===== config.mk =====
export PLATFORM = sky130hd
export DESIGN_NAME = sascc_top
export DESIGN_NICKNAME = d
export VERILOG_FILES = /design/src/hdl/sascc_pkg.sv /design/src/hdl/sascc_top.sv
export VERILOG_INCLUDE_DIRS = /design/src /design/src/hdl
export SDC_FILE = /design/constraint.sdc
export NUM_CORES = 2
export LEC_CHECK = 0
export CAP_MARGIN = 20
export CORE_MARGIN = 1
export CORE_UTILIZATION = 61
export DETAILED_ROUTE_END_ITERATION = 10
export DONT_BUFFER_PORTS = 1
export GPL_TIMING_DRIVEN = 1
export MAX_ROUTING_LAYER = met4
export PLACE_DENSITY = 0.78
export SYNTH_ARGS = -nofsm -noshare
export SYNTH_HDL_FRONTEND = slang
export SYNTH_HIERARCHICAL = 1
export SYNTH_SLANG_ARGS = --single-unit

===== constraint.sdc =====
create_clock -name clk -period 16.5 [get_ports clk]
set_clock_uncertainty 0.1 [all_clocks]
set_input_delay 0.825 -clock clk [delete_from_list [all_inputs] [get_ports clk]]
set_output_delay 0.825 -clock clk [all_outputs]
set_load 0.1 [all_outputs]

===== src/hdl/sascc_defs.svh =====
// How it works
// - Precision converter resolution 14, 12, 10 or 8 bits; fewer bits, fewer SAR steps.
// - Low-power converter resolution 12, 10, 8 or 6 bits; fewer bits, fewer steps.
// - Precision result sits in a 32-bit register, left or right aligned.
// - Low-power result sits in a 16-bit register, left or right aligned, coherent.
// - Precision converter selects among 20 channels, 17 pads plus three internal.
// - Low-power converter selects among 25 channels, 19 external plus six internal.
// - Precision converter has four injected slots, each with its own result register.
// - Precision converter picks single-ended or differential per channel.
// - Precision oversampler: ratio 2 to 1024, left or right shift, 32-bit result.
// - Low-power oversampler: ratio 2 to 256, right shift up to 8, 16-bit result.
// - Modes: single, scan, continuous and discontinuous subsets per trigger.
// - Start by software or edge trigger of chosen polarity, regular and injected apart.
// - Precision flags: ready, sampling, conversion, sequence, injected, three watchdogs, overrun.
// - Low-power flags sampling, conversion, sequence, watchdog, overrun; they can wake.
// - Three watchdogs compare against high and low limits with filtering of isolated hits.
// - Auto-delay holds new regular precision conversions while the result FIFO is full.
// - Wait mode holds new low-power conversions while the result FIFO is full.
// - Auto-off powers the analog block only while a conversion runs.
// - Autonomous mode powers on at trigger, converts, powers off, results go to DMA.
// - Regular results reach DMA through a FIFO; filter path gets gain and offset.
// - Conversion timing follows the kernel tick only, never the bus handshake.
// - Battery channel is seen through a divide-by-four bridge.
`ifndef SASCC_DEFS_SVH
`define SASCC_DEFS_SVH
`define SASCC_ADDR_W   7
`define SASCC_CSEL     6
`define SASCC_IDX_W    6
`define SASCC_ISR      6'h00
`define SASCC_IER      6'h01
`define SASCC_CR       6'h02
`define SASCC_CFG      6'h03
`define SASCC_SQR1     6'h04
`define SASCC_SQR2     6'h05
`define SASCC_DIF      6'h06
`define SASCC_JSQR     6'h07
`define SASCC_DR       6'h08
`define SASCC_JDR0     6'h09
`define SASCC_AWDT0    6'h0D
`define SASCC_AWDF     6'h10
`define SASCC_GOFS     6'h11
`define SASCC_SMPT     6'h12
`define SASCC_F_RDY    0
`define SASCC_F_EOSMP  1
`define SASCC_F_EOC    2
`define SASCC_F_EOS    3
`define SASCC_F_OVR    4
`define SASCC_F_JEOC   5
`define SASCC_F_JEOS   6
`define SASCC_F_AWD    7
`define SASCC_NFLG     10
`define SASCC_CR_EN    0
`define SASCC_CR_START 1
`define SASCC_CR_JST   2
`define SASCC_CR_STOP  3
`define SASCC_C_RES    1:0
`define SASCC_C_ALIGN  2
`define SASCC_C_CONT   3
`define SASCC_C_DISC   4
`define SASCC_C_DNUM   7:5
`define SASCC_C_TRG    9:8
`define SASCC_C_JTRG   11:10
`define SASCC_C_ADLY   12
`define SASCC_C_AOFF   13
`define SASCC_C_OVSE   14
`define SASCC_C_OVSR   18:15
`define SASCC_C_OVSS   22:19
`define SASCC_C_OVSL   23
`define SASCC_C_LEN    26:24
`define SASCC_C_AUTON  27
`define SASCC_JLEN     30:29
`define SASCC_SLOT     8
`define SASCC_CH_W     5
`define SASCC_SEQ_N    8
`define SASCC_JSEQ_N   4
`define SASCC_THR_LO   15:0
`define SASCC_THR_HI   31:16
`define SASCC_OFS      15:0
`define SASCC_GAIN     31:16
`define SASCC_GOFS_RST 32'h4000_0000
`define SASCC_AWDT_RST 32'hFFFF_0000
`define SASCC_GAIN_FR  14
`define SASCC_FLT_W    4
`define SASCC_SMP_W    8
`define SASCC_AMAXW    14
`endif


===== src/hdl/sascc_pkg.sv =====
`include "sascc_defs.svh"
package sascc_pkg;
  typedef enum logic [2:0] {
    ST_IDLE = 3'h0,
    ST_PWR  = 3'h1,
    ST_SMP  = 3'h2,
    ST_SAR  = 3'h3,
    ST_RES  = 3'h4
  } sascc_state_t;
  typedef struct packed {
    logic                     we;
    logic                     re;
    logic [`SASCC_IDX_W-1:0]  idx;
    logic [31:0]              wdata;
  } sascc_req_t;
  typedef struct packed {
    logic                     pwr_on;
    logic                     sample;
    logic [`SASCC_AMAXW-1:0]  dac;
    logic [`SASCC_CH_W-1:0]   chan;
    logic                     diff;
    logic                     bat_div_en;
  } sascc_aout_t;
  typedef struct packed {
    logic ready;
    logic cmp;
  } sascc_ain_t;
endpackage


===== src/hdl/sascc_top.sv =====
// Our own choices: the Avalon-MM interface to the registers and the register offsets.
`timescale 1ns/1ps
`default_nettype none
`include "sascc_defs.svh"

module sascc_conv
  import sascc_pkg::*;
#(
  parameter int W     = 14,
  parameter int NCH   = 20,
  parameter int INJ   = 1,
  parameter int DIFF  = 1,
  parameter int OVSX  = 10,
  parameter int SHMAX = 15,
  parameter int SHL   = 1,
  parameter int DW    = 32,
  parameter int FD    = 4,
  parameter int NWD   = 3,
  parameter int VBAT  = 19
) (
  input  wire logic        clk,
  input  wire logic        nrst,
  input  wire logic        tick,
  input  var  sascc_req_t  req,
  output logic [31:0]      rdata,
  input  wire logic        trig_r,
  input  wire logic        trig_j,
  input  var  sascc_ain_t  ain,
  output sascc_aout_t      aout,
  output logic             dma_valid,
  output logic [DW-1:0]    dma_data,
  input  wire logic        dma_ready,
  output logic             flt_valid,
  output logic [DW-1:0]    flt_data,
  output logic             irq
);
  localparam int AW  = W + OVSX;
  localparam int FAW = $clog2(FD);
  localparam int NF  = `SASCC_NFLG;
  localparam int CW  = `SASCC_CH_W;

  if (W > `SASCC_AMAXW || DW > 32 || AW > 48 || FD < 2 ||
      (FD & (FD - 1)) != 0 || NWD > 3 || NCH > 32 ||
      OVSX > 10 || SHMAX > 15) begin : g_bad
    $error("sascc_conv: unsupported parameters");
  end

  sascc_state_t     st_q, st_d;
  logic             en_q, en_d, run_q, run_d, jpend_q, jpend_d;
  logic             inj_q, inj_d, rdy_q, rdy_d, tr_q, tr_d, tj_q, tj_d;
  logic [31:0]      cfg_q, cfg_d, dif_q, dif_d, awdf_q, awdf_d;
  logic [31:0]      gofs_q, gofs_d;
  logic [NF-1:0]    isr_q, isr_d, ier_q, ier_d, ev;
  logic [CW-1:0]    seq_q [`SASCC_SEQ_N], seq_d [`SASCC_SEQ_N];
  logic [CW-1:0]    jseq_q [`SASCC_JSEQ_N], jseq_d [`SASCC_JSEQ_N];
  logic [1:0]       jlen_q, jlen_d, jidx_q, jidx_d;
  logic [`SASCC_SMP_W-1:0] smp_q, smp_d, cnt_q, cnt_d;
  logic [31:0]      awdt_q [NWD], awdt_d [NWD];
  logic [3:0]       wcnt_q [NWD], wcnt_d [NWD];
  logic [2:0]       idx_q, idx_d, dcnt_q, dcnt_d;
  logic [3:0]       bit_q, bit_d;
  logic [W-1:0]     dac_q, dac_d, raw;
  logic [CW-1:0]    chan_q, chan_d;
  logic [AW-1:0]    acc_q, acc_d, acc_n;
  logic [OVSX-1:0]  ovn_q, ovn_d;
  logic [DW-1:0]    jdr_q [`SASCC_JSEQ_N], jdr_d [`SASCC_JSEQ_N];
  logic [DW-1:0]    mem_q [FD], mem_d [FD];
  logic [FAW-1:0]   wp_q, wp_d, rp_q, rp_d;
  logic [FAW:0]     fc_q, fc_d;
  logic [DW-1:0]    flt_q, flt_d, val, outv;
  logic             fltv_q, fltv_d;
  logic             hw_r, hw_j, sw_r, sw_j, stop, full, push, pop;
  logic             produce, adly, aoff;
  logic [3:0]       lsb, sh, ovr;
  logic [OVSX:0]    lim;
  logic [47:0]      wide;
  logic [15:0]      r16;
  logic [DW+15:0]   prod;

  function automatic logic edge_hit(input logic n, input logic p,
                                    input logic [1:0] pol);
    edge_hit = (pol[0] & n & ~p) | (pol[1] & ~n & p);
  endfunction

  always_comb begin
    st_d = st_q;
    en_d = en_q;
    run_d = run_q;
    jpend_d = jpend_q;
    inj_d = inj_q;
    cfg_d = cfg_q;
    dif_d = dif_q;
    awdf_d = awdf_q;
    gofs_d = gofs_q;
    ier_d = ier_q;
    isr_d = isr_q;
    seq_d = seq_q;
    jseq_d = jseq_q;
    jlen_d = jlen_q;
    jidx_d = jidx_q;
    smp_d = smp_q;
    cnt_d = cnt_q;
    awdt_d = awdt_q;
    wcnt_d = wcnt_q;
    idx_d = idx_q;
    dcnt_d = dcnt_q;
    bit_d = bit_q;
    dac_d = dac_q;
    chan_d = chan_q;
    acc_d = acc_q;
    acc_n = acc_q;
    ovn_d = ovn_q;
    jdr_d = jdr_q;
    mem_d = mem_q;
    wp_d = wp_q;
    rp_d = rp_q;
    fc_d = fc_q;
    flt_d = flt_q;
    fltv_d = 1'b0;
    ev = '0;
    sw_r = 1'b0;
    sw_j = 1'b0;
    stop = 1'b0;
    push = 1'b0;
    produce = 1'b0;
    outv = '0;
    wide = '0;
    prod = '0;
    rdy_d = ain.ready;
    tr_d = trig_r;
    tj_d = trig_j;
    adly = cfg_q[`SASCC_C_ADLY];
    aoff = cfg_q[`SASCC_C_AOFF] | cfg_q[`SASCC_C_AUTON];
    lsb = {1'b0, cfg_q[`SASCC_C_RES], 1'b0};
    raw = dac_q >> lsb;
    r16 = 16'(raw);
    sh = (cfg_q[`SASCC_C_OVSS] > 4'(SHMAX)) ? 4'(SHMAX) : cfg_q[`SASCC_C_OVSS];
    ovr = (cfg_q[`SASCC_C_OVSR] > 4'(OVSX - 1)) ? 4'(OVSX - 1)
                                                 : cfg_q[`SASCC_C_OVSR];
    lim = ((OVSX + 1)'(1) << (ovr + 4'h1)) - (OVSX + 1)'(1);
    full = (fc_q == (FAW + 1)'(FD));
    if (cfg_q[`SASCC_C_ALIGN])
      val = DW'({dac_q, {(DW - W){1'b0}}});
    else
      val = DW'(raw);
    if (req.we) begin
      case (req.idx)
        `SASCC_ISR: isr_d = isr_q & ~req.wdata[NF-1:0];
        `SASCC_IER: ier_d = req.wdata[NF-1:0];
        `SASCC_CR: begin
          en_d = req.wdata[`SASCC_CR_EN];
          sw_r = req.wdata[`SASCC_CR_START];
          sw_j = req.wdata[`SASCC_CR_JST];
          stop = req.wdata[`SASCC_CR_STOP];
        end
        `SASCC_CFG: cfg_d = req.wdata;
        `SASCC_SQR1, `SASCC_SQR2: begin
          for (int k = 0; k < `SASCC_JSEQ_N; k++)
            seq_d[k + (req.idx[0] ? 0 : `SASCC_JSEQ_N)] =
              req.wdata[k*`SASCC_SLOT +: CW];
        end
        `SASCC_DIF: dif_d = req.wdata;
        `SASCC_JSQR: begin
          for (int k = 0; k < `SASCC_JSEQ_N; k++)
            jseq_d[k] = req.wdata[k*`SASCC_SLOT +: CW];
          jlen_d = req.wdata[`SASCC_JLEN];
        end
        `SASCC_AWDF: awdf_d = req.wdata;
        `SASCC_GOFS: gofs_d = req.wdata;
        `SASCC_SMPT: smp_d = req.wdata[`SASCC_SMP_W-1:0];
        default: begin
          for (int k = 0; k < NWD; k++)
            if (req.idx == `SASCC_AWDT0 + 6'(k))
              awdt_d[k] = req.wdata;
        end
      endcase
    end
    hw_r = edge_hit(trig_r, tr_q, cfg_q[`SASCC_C_TRG]);
    hw_j = edge_hit(trig_j, tj_q, cfg_q[`SASCC_C_JTRG]) & (INJ != 0);
    if (en_q && (sw_r || hw_r))
      run_d = 1'b1;
    if (en_q && (sw_j || hw_j) && INJ != 0)
      jpend_d = 1'b1;
    ev[`SASCC_F_RDY] = ain.ready & ~rdy_q;
    pop = (fc_q != '0) &&
          (dma_ready || (req.re && req.idx == `SASCC_DR));
    case (st_q)
      ST_IDLE: begin
        // A pending injected slot waits only for the channel boundary
        if (en_q && (jpend_q || (run_q && !(adly && full)))) begin
          inj_d = jpend_q;
          chan_d = jpend_q ? jseq_q[jidx_q] : seq_q[idx_q];
          // Slot codes past the last channel fall back to channel 0
          if (int'(chan_d) >= NCH)
            chan_d = '0;
          st_d = ST_PWR;
        end
      end
      ST_PWR: begin
        if (ain.ready) begin
          cnt_d = '0;
          st_d = ST_SMP;
        end
      end
      ST_SMP: begin
        if (tick) begin
          if (cnt_q == smp_q) begin
            ev[`SASCC_F_EOSMP] = 1'b1;
            dac_d = '0;
            dac_d[W-1] = 1'b1;
            bit_d = 4'(W - 1);
            st_d = ST_SAR;
          end else begin
            cnt_d = cnt_q + 1'b1;
          end
        end
      end
      ST_SAR: begin
        if (tick) begin
          if (!ain.cmp)
            dac_d[bit_q] = 1'b0;
          if (bit_q == lsb) begin
            st_d = ST_RES;
          end else begin
            bit_d = bit_q - 1'b1;
            dac_d[bit_q - 1'b1] = 1'b1;
          end
        end
      end
      ST_RES: begin
        st_d = ST_IDLE;
        for (int k = 0; k < NWD; k++) begin
          if (r16 > awdt_q[k][`SASCC_THR_HI] ||
              r16 < awdt_q[k][`SASCC_THR_LO]) begin
            if (wcnt_q[k] >= awdf_q[k*`SASCC_FLT_W +: `SASCC_FLT_W])
              ev[`SASCC_F_AWD + k] = 1'b1;
            else
              wcnt_d[k] = wcnt_q[k] + 1'b1;
          end else begin
            wcnt_d[k] = '0;
          end
        end
        if (inj_q) begin
          jdr_d[jidx_q] = val;
          ev[`SASCC_F_JEOC] = 1'b1;
          if (jidx_q == jlen_q) begin
            jidx_d = '0;
            jpend_d = 1'b0;
            ev[`SASCC_F_JEOS] = 1'b1;
          end else begin
            jidx_d = jidx_q + 1'b1;
          end
        end else begin
          produce = 1'b1;
          outv = val;
          if (cfg_q[`SASCC_C_OVSE]) begin
            acc_n = acc_q + AW'(raw);
            if (ovn_q == lim[OVSX-1:0]) begin
              wide = 48'(acc_n);
              wide = (SHL != 0 && cfg_q[`SASCC_C_OVSL]) ? wide << sh
                                                         : wide >> sh;
              outv = wide[DW-1:0];
              acc_d = '0;
              ovn_d = '0;
            end else begin
              produce = 1'b0;
              acc_d = acc_n;
              ovn_d = ovn_q + 1'b1;
            end
          end
        end
        if (produce) begin
          push = 1'b1;
          ev[`SASCC_F_EOC] = 1'b1;
          if (INJ != 0) begin
            prod = outv * gofs_q[`SASCC_GAIN];
            flt_d = prod[DW+`SASCC_GAIN_FR-1:`SASCC_GAIN_FR] -
                    DW'(gofs_q[`SASCC_OFS]);
            fltv_d = 1'b1;
          end
          if (idx_q == cfg_q[`SASCC_C_LEN]) begin
            ev[`SASCC_F_EOS] = 1'b1;
            idx_d = '0;
            dcnt_d = '0;
            run_d = cfg_q[`SASCC_C_CONT] & ~cfg_q[`SASCC_C_DISC];
          end else begin
            idx_d = idx_q + 1'b1;
            if (cfg_q[`SASCC_C_DISC]) begin
              if (dcnt_q == cfg_q[`SASCC_C_DNUM]) begin
                dcnt_d = '0;
                run_d = 1'b0;
              end else begin
                dcnt_d = dcnt_q + 1'b1;
              end
            end
          end
        end
      end
      default: st_d = ST_IDLE;
    endcase
    if (push && full && !pop) begin
      // New result dropped; the older unread ones are kept
      ev[`SASCC_F_OVR] = ~adly;
    end else if (push) begin
      mem_d[wp_q] = outv;
      wp_d = wp_q + 1'b1;
    end
    if (pop)
      rp_d = rp_q + 1'b1;
    fc_d = fc_q + (FAW + 1)'(push && !(full && !pop)) - (FAW + 1)'(pop);
    if (stop || !en_d) begin
      run_d = 1'b0;
      jpend_d = 1'b0;
    end
    if (!en_q)
      st_d = ST_IDLE;
    isr_d = isr_d | ev;
  end

  always_ff @(posedge clk or negedge nrst) begin
    if (!nrst) begin
      st_q <= ST_IDLE;
      {en_q, run_q, jpend_q, inj_q, rdy_q, tr_q, tj_q} <= 7'h00;
      {cfg_q, dif_q, awdf_q} <= {3{32'h0000_0000}};
      gofs_q <= `SASCC_GOFS_RST;
      isr_q <= '0;
      ier_q <= '0;
      for (int k = 0; k < `SASCC_SEQ_N; k++)
        seq_q[k] <= '0;
      for (int k = 0; k < `SASCC_JSEQ_N; k++) begin
        jseq_q[k] <= '0;
        jdr_q[k] <= '0;
      end
      for (int k = 0; k < NWD; k++) begin
        awdt_q[k] <= `SASCC_AWDT_RST;
        wcnt_q[k] <= '0;
      end
      for (int k = 0; k < FD; k++)
        mem_q[k] <= '0;
      {jlen_q, jidx_q, idx_q, dcnt_q, bit_q} <= '0;
      {smp_q, cnt_q, dac_q, chan_q, acc_q, ovn_q} <= '0;
      {wp_q, rp_q, fc_q, flt_q, fltv_q} <= '0;
    end else begin
      st_q <= st_d;
      {en_q, run_q, jpend_q, inj_q} <= {en_d, run_d, jpend_d, inj_d};
      {rdy_q, tr_q, tj_q} <= {rdy_d, tr_d, tj_d};
      {cfg_q, dif_q, awdf_q, gofs_q} <= {cfg_d, dif_d, awdf_d, gofs_d};
      isr_q <= isr_d;
      ier_q <= ier_d;
      seq_q <= seq_d;
      jseq_q <= jseq_d;
      jdr_q <= jdr_d;
      awdt_q <= awdt_d;
      wcnt_q <= wcnt_d;
      mem_q <= mem_d;
      {jlen_q, jidx_q, idx_q, dcnt_q, bit_q} <=
        {jlen_d, jidx_d, idx_d, dcnt_d, bit_d};
      {smp_q, cnt_q, dac_q, chan_q, acc_q, ovn_q} <=
        {smp_d, cnt_d, dac_d, chan_d, acc_d, ovn_d};
      {wp_q, rp_q, fc_q, flt_q, fltv_q} <= {wp_d, rp_d, fc_d, flt_d, fltv_d};
    end
  end

  always_comb begin
    rdata = 32'h0000_0000;
    case (req.idx)
      `SASCC_ISR: rdata = 32'(isr_q);
      `SASCC_IER: rdata = 32'(ier_q);
      `SASCC_CR: rdata = {28'h000_0000, 1'b0, jpend_q, run_q, en_q};
      `SASCC_CFG: rdata = cfg_q;
      `SASCC_SQR1, `SASCC_SQR2: begin
        for (int k = 0; k < `SASCC_JSEQ_N; k++)
          rdata[k*`SASCC_SLOT +: CW] =
            seq_q[k + (req.idx[0] ? 0 : `SASCC_JSEQ_N)];
      end
      `SASCC_DIF: rdata = dif_q;
      `SASCC_JSQR: begin
        for (int k = 0; k < `SASCC_JSEQ_N; k++)
          rdata[k*`SASCC_SLOT +: CW] = jseq_q[k];
        rdata[`SASCC_JLEN] = jlen_q;
      end
      `SASCC_DR: rdata = 32'(mem_q[rp_q]);
      `SASCC_AWDF: rdata = awdf_q;
      `SASCC_GOFS: rdata = gofs_q;
      `SASCC_SMPT: rdata = 32'(smp_q);
      default: begin
        for (int k = 0; k < `SASCC_JSEQ_N; k++)
          if (req.idx == `SASCC_JDR0 + 6'(k))
            rdata = 32'(jdr_q[k]);
        for (int k = 0; k < NWD; k++)
          if (req.idx == `SASCC_AWDT0 + 6'(k))
            rdata = awdt_q[k];
      end
    endcase
  end

  always_comb begin
    // Auto-off keeps the analog block dark between conversions
    aout.pwr_on = en_q & (~aoff | (st_q != ST_IDLE));
    aout.sample = (st_q == ST_SMP);
    aout.dac = `SASCC_AMAXW'(dac_q);
    aout.chan = chan_q;
    aout.diff = (DIFF != 0) & dif_q[chan_q];
    aout.bat_div_en = aout.pwr_on & (chan_q == CW'(VBAT));
  end

  assign dma_valid = (fc_q != '0);
  assign dma_data = mem_q[rp_q];
  assign flt_valid = fltv_q;
  assign flt_data = flt_q;
  assign irq = |(isr_q & ier_q);

endmodule // sascc_conv

module sascc_top
  import sascc_pkg::*;
#(
  parameter int KDIV = 2,
  parameter int FD   = 4
) (
  input  wire logic                     clk,
  input  wire logic                     nrst,
  input  wire logic [`SASCC_ADDR_W-1:0] avs_address,
  input  wire logic                     avs_read,
  input  wire logic                     avs_write,
  input  wire logic [31:0]              avs_writedata,
  output logic [31:0]                   avs_readdata,
  output logic                          avs_waitrequest,
  input  wire logic                     pc_trig_reg,
  input  wire logic                     pc_trig_inj,
  input  wire logic                     lp_trig,
  input  var  sascc_ain_t               pc_ain,
  output sascc_aout_t                   pc_aout,
  input  var  sascc_ain_t               lp_ain,
  output sascc_aout_t                   lp_aout,
  output logic                          pc_dma_valid,
  output logic [31:0]                   pc_dma_data,
  input  wire logic                     pc_dma_ready,
  output logic                          lp_dma_valid,
  output logic [15:0]                   lp_dma_data,
  input  wire logic                     lp_dma_ready,
  output logic                          flt_valid,
  output logic [31:0]                   flt_data,
  output logic                          pc_irq,
  output logic                          lp_irq
);
  if (KDIV < 1 || KDIV > 256) begin : g_bad
    $error("sascc_top: KDIV out of range");
  end

  logic        ack_q, ack_d, tick;
  logic [31:0] rd_q, rd_d, pc_rdata, lp_rdata;
  logic [7:0]  kc_q, kc_d;
  logic        lp_sel;
  sascc_req_t  pc_req, lp_req;

  // Kernel tick is free-running, so bus stalls never stretch a conversion
  assign tick = (kc_q == 8'h00);
  assign lp_sel = avs_address[`SASCC_CSEL];
  assign avs_waitrequest = (avs_read | avs_write) & ~ack_q;
  assign avs_readdata = rd_q;

  always_comb begin
    kc_d = (kc_q == 8'(KDIV - 1)) ? 8'h00 : kc_q + 8'h01;
    ack_d = (avs_read | avs_write) & ~ack_q;
    rd_d = rd_q;
    if (avs_read && !ack_q)
      rd_d = lp_sel ? lp_rdata : pc_rdata;
    pc_req.idx = avs_address[`SASCC_IDX_W-1:0];
    pc_req.wdata = avs_writedata;
    pc_req.we = avs_write & ack_q & ~lp_sel;
    pc_req.re = avs_read & ~ack_q & ~lp_sel;
    lp_req = pc_req;
    lp_req.we = avs_write & ack_q & lp_sel;
    lp_req.re = avs_read & ~ack_q & lp_sel;
  end

  always_ff @(posedge clk or negedge nrst) begin
    if (!nrst) begin
      ack_q <= 1'b0;
      rd_q <= 32'h0000_0000;
      kc_q <= 8'h00;
    end else begin
      ack_q <= ack_d;
      rd_q <= rd_d;
      kc_q <= kc_d;
    end
  end

  sascc_conv #(
    .W(14), .NCH(20), .INJ(1), .DIFF(1), .OVSX(10), .SHMAX(15),
    .SHL(1), .DW(32), .FD(FD), .NWD(3), .VBAT(19)
  ) u_precision_converter (
    .clk(clk), .nrst(nrst), .tick(tick), .req(pc_req),
    .rdata(pc_rdata), .trig_r(pc_trig_reg), .trig_j(pc_trig_inj),
    .ain(pc_ain), .aout(pc_aout), .dma_valid(pc_dma_valid),
    .dma_data(pc_dma_data), .dma_ready(pc_dma_ready),
    .flt_valid(flt_valid), .flt_data(flt_data), .irq(pc_irq)
  );

  sascc_conv #(
    .W(12), .NCH(25), .INJ(0), .DIFF(0), .OVSX(8), .SHMAX(8),
    .SHL(0), .DW(16), .FD(FD), .NWD(3), .VBAT(24)
  ) u_lowpower_converter (
    .clk(clk), .nrst(nrst), .tick(tick), .req(lp_req),
    .rdata(lp_rdata), .trig_r(lp_trig), .trig_j(1'b0),
    .ain(lp_ain), .aout(lp_aout), .dma_valid(lp_dma_valid),
    .dma_data(lp_dma_data), .dma_ready(lp_dma_ready),
    .flt_valid(), .flt_data(), .irq(lp_irq)
  );

endmodule // sascc_top
`default_nettype wire


# Word-level counts from Yosys, hierarchy flattened
# Cells that the tools add are included.
# W data, S select, Z words.
dict set report classes {
  n_div 0
  n_bitwise 81
  n_shift 7
  eq_ne 73
  addsub 37
  muxes 294
  reduce_logical 136
  mul 1
  magnitude_cmp 53
}
# op n
set op_table {}
lappend op_table {{$mux W32} 22}
lappend op_table {{$bwmux W40} 8}
lappend op_table {{$bwmux W128} 2}
lappend op_table {{$mux W16} 13}
lappend op_table {{$mux W5} 34}
lappend op_table {{$bmux W5 S3} 10}
lappend op_table {{$bwmux W64} 2}
lappend op_table {{$demux W32 S2} 2}
lappend op_table {{$ge A32 B4 Y1 const B} 4}
lappend op_table {{$lt A32 B1 Y1 const B} 4}
lappend op_table {{$not A32 Y32} 4}
lappend op_table {{$pmux W5 S11} 2}
lappend op_table {{$pmux W5 S10} 2}
lappend op_table {{$mux W14} 7}
lappend op_table {{$mux W4} 24}
lappend op_table {{$mux W12} 7}
lappend op_table {{$pmux W5 S8} 2}
lappend op_table {{$mux W1} 76}
lappend op_table {{$pmux W5 S7} 2}
lappend op_table {{$mux W3} 23}
lappend op_table {{$add A3 B32 Y32 const A} 2}
lappend op_table {{$bmux W32 S2} 1}
lappend op_table {{$demux W16 S2} 2}
lappend op_table {{$mux W8} 8}
lappend op_table {{other kinds (110)} 419}
dict set report word_totals {
  memories 0
  output_inout_bits 164
  elab_cells 794
  ram_bits 0
  reg_bits 1281
  mem_bits_ro 0
  inputBits 52
  latch_bits 0
}

# Logic depth before layout (Yosys ltp)
dict set report logic_depth {
  word_depth 16
  mapped_depth 59
  depth_no_buf 57
}

# Modules after synthesis
# Netlist, hierarchy kept.
# module area_per_inst_um2 instances seq_area_each_um2 cells_per_inst
set by_module_without_submodules {}
lappend by_module_without_submodules {{sascc_conv (u_precision_converter)} 55177.9 1 17302.8 5824}
lappend by_module_without_submodules {{sascc_conv (u_lowpower_converter)} 26568.0 1 11747.5 2474}
lappend by_module_without_submodules {sascc_top 1908.1 1 1026.0 183}

# Worst setup path after synthesis
# No wires, ideal clock.
dict set report synth_timing {
  path_kind {flip-flop to flip-flop}
  start {register u_precision_converter.dac_q[4]}
  end {register u_precision_converter.flt_q[29], in the netlist u_precision_converter/flt_data[29]}
  stages_incl_launch_ff 52
  setup_slack_ps 3457
  required_time_ps 16270
  setup_time_ps 130
  n_path_buf 2
  arrival_time_ps 12813
  period_less_slack_ps 13043
  cell_sequence {dfrtp_1 > mux2_2 > mux2i_1 > inv_1 > ha_1 > inv_1 > fa_1 > nand2b_2 > a21oi_1 > o21ai_1 > a211o_1 > xnor2_1 > or2_2 > o21ai_0 > mux2i_1 > nor2_1 > a211oi_1 > a211oi_1 > [16 not listed] > and4_1 > or4b_2 > o21ai_0 > xnor2_1 > ha_1 > a21boi_0 > o21ai_0 > a211oi_1 > nor4_1 > nor2_1 > nand4_1 > a41oi_1 > nor2_1 > nor4b_1 > or3b_1 > or4_1 > xnor2_1 > o21ai_1}
}
dict set report synth_via {
  elab_chain_len 10
  elab_cells_between_ends 12
  cone_classes {2 x add/sub; 1 x mul; 3 x shift; 6 x mux}
}
# element line
set synth_rtl {}
lappend synth_rtl {{start, declared} sascc_top.sv:62} ;# logic [W-1:0] dac_q, dac_d, raw;
lappend synth_rtl {{start signal, assigned} sascc_top.sv:358} ;# {smp_q, cnt_q, dac_q, chan_q, acc_q, ovn_q} <=
lappend synth_rtl {{$shr A14 B3 Y14} sascc_top.sv:135} ;# raw = dac_q >> lsb;
lappend synth_rtl {{$add A24 B14 Y24} sascc_top.sv:257} ;# acc_n = acc_q + AW'(raw);
lappend synth_rtl {{$shr A24 B4 Y32 or $shl A24 B4 Y32 (tied branches)} {sascc_top.sv:261, sascc_top.sv:260}}
lappend synth_rtl {{$mux W32} sascc_top.sv:260} ;# wide = (SHL != 0 && cfg_q[`SASCC_C_OVSL]) ? wide << sh
lappend synth_rtl {{$mux W32} sascc_top.sv:258} ;# if (ovn_q == lim[OVSX-1:0]) begin
lappend synth_rtl {{$mux W32 *} sascc_top.sv:256} ;# if (cfg_q[`SASCC_C_OVSE]) begin
lappend synth_rtl {{$mux W32 *} sascc_top.sv:243} ;# if (inj_q) begin
lappend synth_rtl {{$mux W32 *} sascc_top.sv:187} ;# case (st_q)
lappend synth_rtl {{$mul A32 B16 Y46 *} sascc_top.sv:276} ;# prod = outv * gofs_q[`SASCC_GAIN];
lappend synth_rtl {{$sub A32 B16 Y32 *} sascc_top.sv:277} ;# flt_d = prod[DW+`SASCC_GAIN_FR-1:`SASCC_GAIN_FR] -
lappend synth_rtl {{end signal, assigned} sascc_top.sv:360} ;# {wp_q, rp_q, fc_q, flt_q, fltv_q} <= {wp_d, rp_d, fc_d, flt_d, fltv_d};
lappend synth_rtl {{end, declared} sascc_top.sv:70} ;# logic [DW-1:0] flt_q, flt_d, val, outv;
# Mark *: on every way between the ends. The rest lies on a longest branch, timed or not. The select of a mux whose other input is x is not followed.
# A chain may end at the register's enable or synchronous reset.

# Worst setup path in the final report
dict set report layout_timing {
  start {register u_precision_converter.dac_q[6]}
  end {register u_precision_converter.flt_q[29], in the netlist u_precision_converter/flt_data[29]}
}
# Same word-level chain as after synthesis.

==> flow_results.org <==
** Place
- After legalization and detailed placement, the total HPWL measured 207,000 µm.
- At the end of routability-driven placement, the weighted congestion stood at 1.05.
- In this run the cell area measured after placement is 0.0852 mm².
- At the placement stage, the worst setup path has a slack of 1.34 ns.
- I/O Buffers :: 0

** Clock network
- The clock net in this run drives a total of 1,197 sinks.
- Clock Tree Buf Depth :: 3
- Number of H-tree levels :: 4
- Clock latency on the worst-skew pair :: 0.81 ns
- TritonCTS created 134 clock buffers.
- CTS tree :: done
- Post-CTS Setup Bufs :: 0
- Clock-pin slew was measured on the worst setup and hold paths at 0.06 ns.
- Clock tree synthesis selected as its root buffer the cell sky130_fd_sc_hd__clkbuf_16.

** Logic synthesis
- After technology mapping, the gate count stands at 8,463.
- Synth warnings :: 6
- The average instance in the mapped netlist occupies 9.87 µm².
- The synthesized netlist occupies a cell area of 0.0835 mm².

** Setup path
- CP endpoint kind :: flip-flop
- Critical path buffers and inverters :: 6
- Kind of start point of the critical path :: flip-flop
- At the worst endpoint, the arrival time is 16.03 ns.
- Most numerous cell on the critical path :: sky130_fd_sc_hd__fa_1
- Kind of critical path :: flip-flop to flip-flop
- In this design, the stage delay of the slowest critical-path cell is 1.00 ns.
- Among cell families on the critical path, the largest total delay comes from simple AND/OR/NAND/NOR gates.
- For the worst setup path, the data required time is 17.04 ns.
- Slowest library cell on the worst path :: sky130_fd_sc_hd__dfrtp_1
- Highest fanout seen on the critical path :: 12

** Pwr
- Maximum VDD drop :: 105 µV
- Power Density :: 86.2 mW/mm²
- Summed over all cells, the static leakage comes to 41.4 nW.

** Floorplan
- From bottom edge to top edge, the die measures 372 µm.
- The core region is 0.136 mm².
- The floorplan has 135 rows.
- Die Footprint :: 0.138 mm²
- X dimension of the die :: 372 µm
- Initial Util :: 61.6%
- I/O pin count :: 216

** Detailed routing
- Number of detailed-route iterations in the first pass :: 10
- The detailed router finished its first iteration with 9,210 violations.
- Number of nets with antenna violations after routing :: 0
- Vias per std cell :: 6.76
- Across all layers, the routed design uses 68,900 vias.
- The routed design has 290,000 µm of wire.
- In the routed design, unresolved DRC markers number 0.
- After detailed routing, the average wire length per cell comes to 28.5 µm.

** Timing
- Highest clock frequency the design can meet :: 64.5 MHz
- For the pin with the worst max-slew slack, the measured transition is 1.40 ns.
- Worst Setup Slack, final :: 1.01 ns
- The clock period could shrink to 15.49 ns.
- Max-slew headroom at the worst pin :: 6.55%
- Hold Vio Cnt, Final :: 0
- Max Transition Viols Final :: 0
- Dividing the final minimum period by the clock period gives 93.9%.
- Setup repair after global routing left no endpoint under its margin.
- Count of endpoints failing setup in the final report :: 0
- Adding up every negative setup slack in the final design gives 0 ns.

** Cells and area
- Layout Area Growth over Synthesis :: 8.12%
- Final instance area :: 0.0903 mm²
- After the last flow step, the layout net total stands at 9,101.
- Of the cells placed in the final design, the portion with a size suffix greater than 1 is 17.2%.

** Global routing
- The initial antenna violation count came to 24.
- The first global-routing pass estimated 432,000 µm of wire.
- Entering global routing, the biggest net connects 175 pins.
- Residual overflow from global routing :: 0
- Vias in the first global route :: 68,600
- For this run, the total global-route usage over all layers was measured as 43.2%.

** Job
- The tool flagged a number of max-cap violations equal to 0.

** Outcome
- Outcome :: finished, final reports clean

** Worst hold path
- The worst hold path belongs to the class primary input to flip-flop.
[layer usage]
metal | vias up | global-route usage, % | routed length [µm]
li1 | 29100 | - | -
met1 | 34100 | 50.5 | 103000
met3 | 1261 | 14.4 | 35600
met4 | 0 | 29.7 | 23800
met5 | - | - | 0
met2 | 4418 | 62.8 | 128000
[worst register-to-register path, delay by kind of cell, from the launching register on]
kind	cells	cell delay [ns]
AND/OR/NAND/NOR	14	4.48
buffers and inverters	6	0.56
multiplexers	3	0.68
adder cells (fa/ha/maj)	10	4.45
AO/OA/AOI/OAI	12	3.36
XOR/XNOR	3	0.75
flip-flops	1	1.00
[through the flow]
step                utilization, %  total power, mW  hold WS, ns  std cells
floorplan                        -             4.18        0.300       8465
detailed placement            62.8             4.60        0.334       9889
CTS                           66.3             7.77       0.0272      10100
finish                        66.6             7.78       0.0334      10200
global route                  66.6             8.07       0.0414      10200
global placement              62.8             4.57        0.316       9888
[sequential cells by signal (all words and copies together), names as in the netlist, 14 cells and up]
signal,count
avs_readdata,32
u_lowpower_converter/acc_q,20
u_lowpower_converter/awdf_q,32
u_lowpower_converter/awdt_q,96
u_lowpower_converter/cfg_q,32
u_lowpower_converter/dif_q,32
u_lowpower_converter/gofs_q,32
u_lowpower_converter/jseq_q,20
u_lowpower_converter/mem_q,64
u_lowpower_converter/seq_q,40
u_precision_converter/acc_q,24
u_precision_converter/awdf_q,32
u_precision_converter/awdt_q,96
u_precision_converter/cfg_q,32
u_precision_converter/dac_q,14
u_precision_converter/dif_q,32
u_precision_converter/flt_data,32
u_precision_converter/gofs_q,32
u_precision_converter/jdr_q,112
u_precision_converter/jseq_q,20
u_precision_converter/mem_q,128
u_precision_converter/seq_q,40
[cell type report]
class | count | area, µm²
Inverter | 736 | 2760
Clock buffer | 189 | 3930
Sequential cell | 1197 | 30100
Clock inverter | 58 | 766
Antenna cell | 29 | 72.6
Fill cell | 10300 | 45300
Multi-Input combinational cell | 5989 | 48700
Tap cell | 1781 | 2230
Timing Repair Buffer | 206 | 1810
[final timing paths]
kind	start	to	slack [ns]	cells after the start
setup / recovery	u_precision_converter/dac_q[6]	u_precision_converter/flt_data[29]	1.01	48
hold / removal	avs_writedata[5]	u_lowpower_converter/isr_q[5]	0.03	1
setup reg to reg	u_precision_converter/dac_q[6]	u_precision_converter/flt_data[29]	1.01	48
hold reg to reg	u_precision_converter/rdy_q	u_precision_converter/isr_q[0]	0.33	1
max in group asynchronous	nrst	u_precision_converter/mem_q[59]	12.95	7
min in group asynchronous	nrst	kc_q[4]	0.60	2
[placed cells by master (no fill, tap or decap), types with 73 or more instances in the layout]
master,n
sky130_fd_sc_hd__dfrtp_1,1093
sky130_fd_sc_hd__nand3_1,114
sky130_fd_sc_hd__a22oi_1,86
sky130_fd_sc_hd__xnor2_1,110
sky130_fd_sc_hd__fa_1,421
sky130_fd_sc_hd__nor2_1,328
sky130_fd_sc_hd__and2_1,191
sky130_fd_sc_hd__dfstp_2,98
sky130_fd_sc_hd__mux2_2,707
sky130_fd_sc_hd__a222oi_1,114
sky130_fd_sc_hd__inv_1,734
sky130_fd_sc_hd__a21o_1,80
sky130_fd_sc_hd__o21ai_0,554
sky130_fd_sc_hd__mux2i_1,147
sky130_fd_sc_hd__clkbuf_16,139
sky130_fd_sc_hd__a21oi_1,303
sky130_fd_sc_hd__mux4_2,90
sky130_fd_sc_hd__buf_4,183
sky130_fd_sc_hd__nand4_1,73
sky130_fd_sc_hd__ha_1,364
sky130_fd_sc_hd__nor3_1,86
sky130_fd_sc_hd__nand2_1,1159
[power breakdown]
part           switching [mW]  internal [mW]  total (mW)
clock network            1.33           1.86        3.18
registers               0.140           3.03        3.17
logic                   0.888          0.546        1.43
total                    2.36           5.43        7.78
[what timing repair did]
| item | 4_1_cts | 5_1_grt |
|---|---|---|
| hold buffers | 6 | 0 |
| endpoints found under the setup margin | 0 | 0 |
| gates resized for setup | 0 | 0 |
| hold endpoints to repair | 117 | 0 |
(Power assumes the default switching activity.)
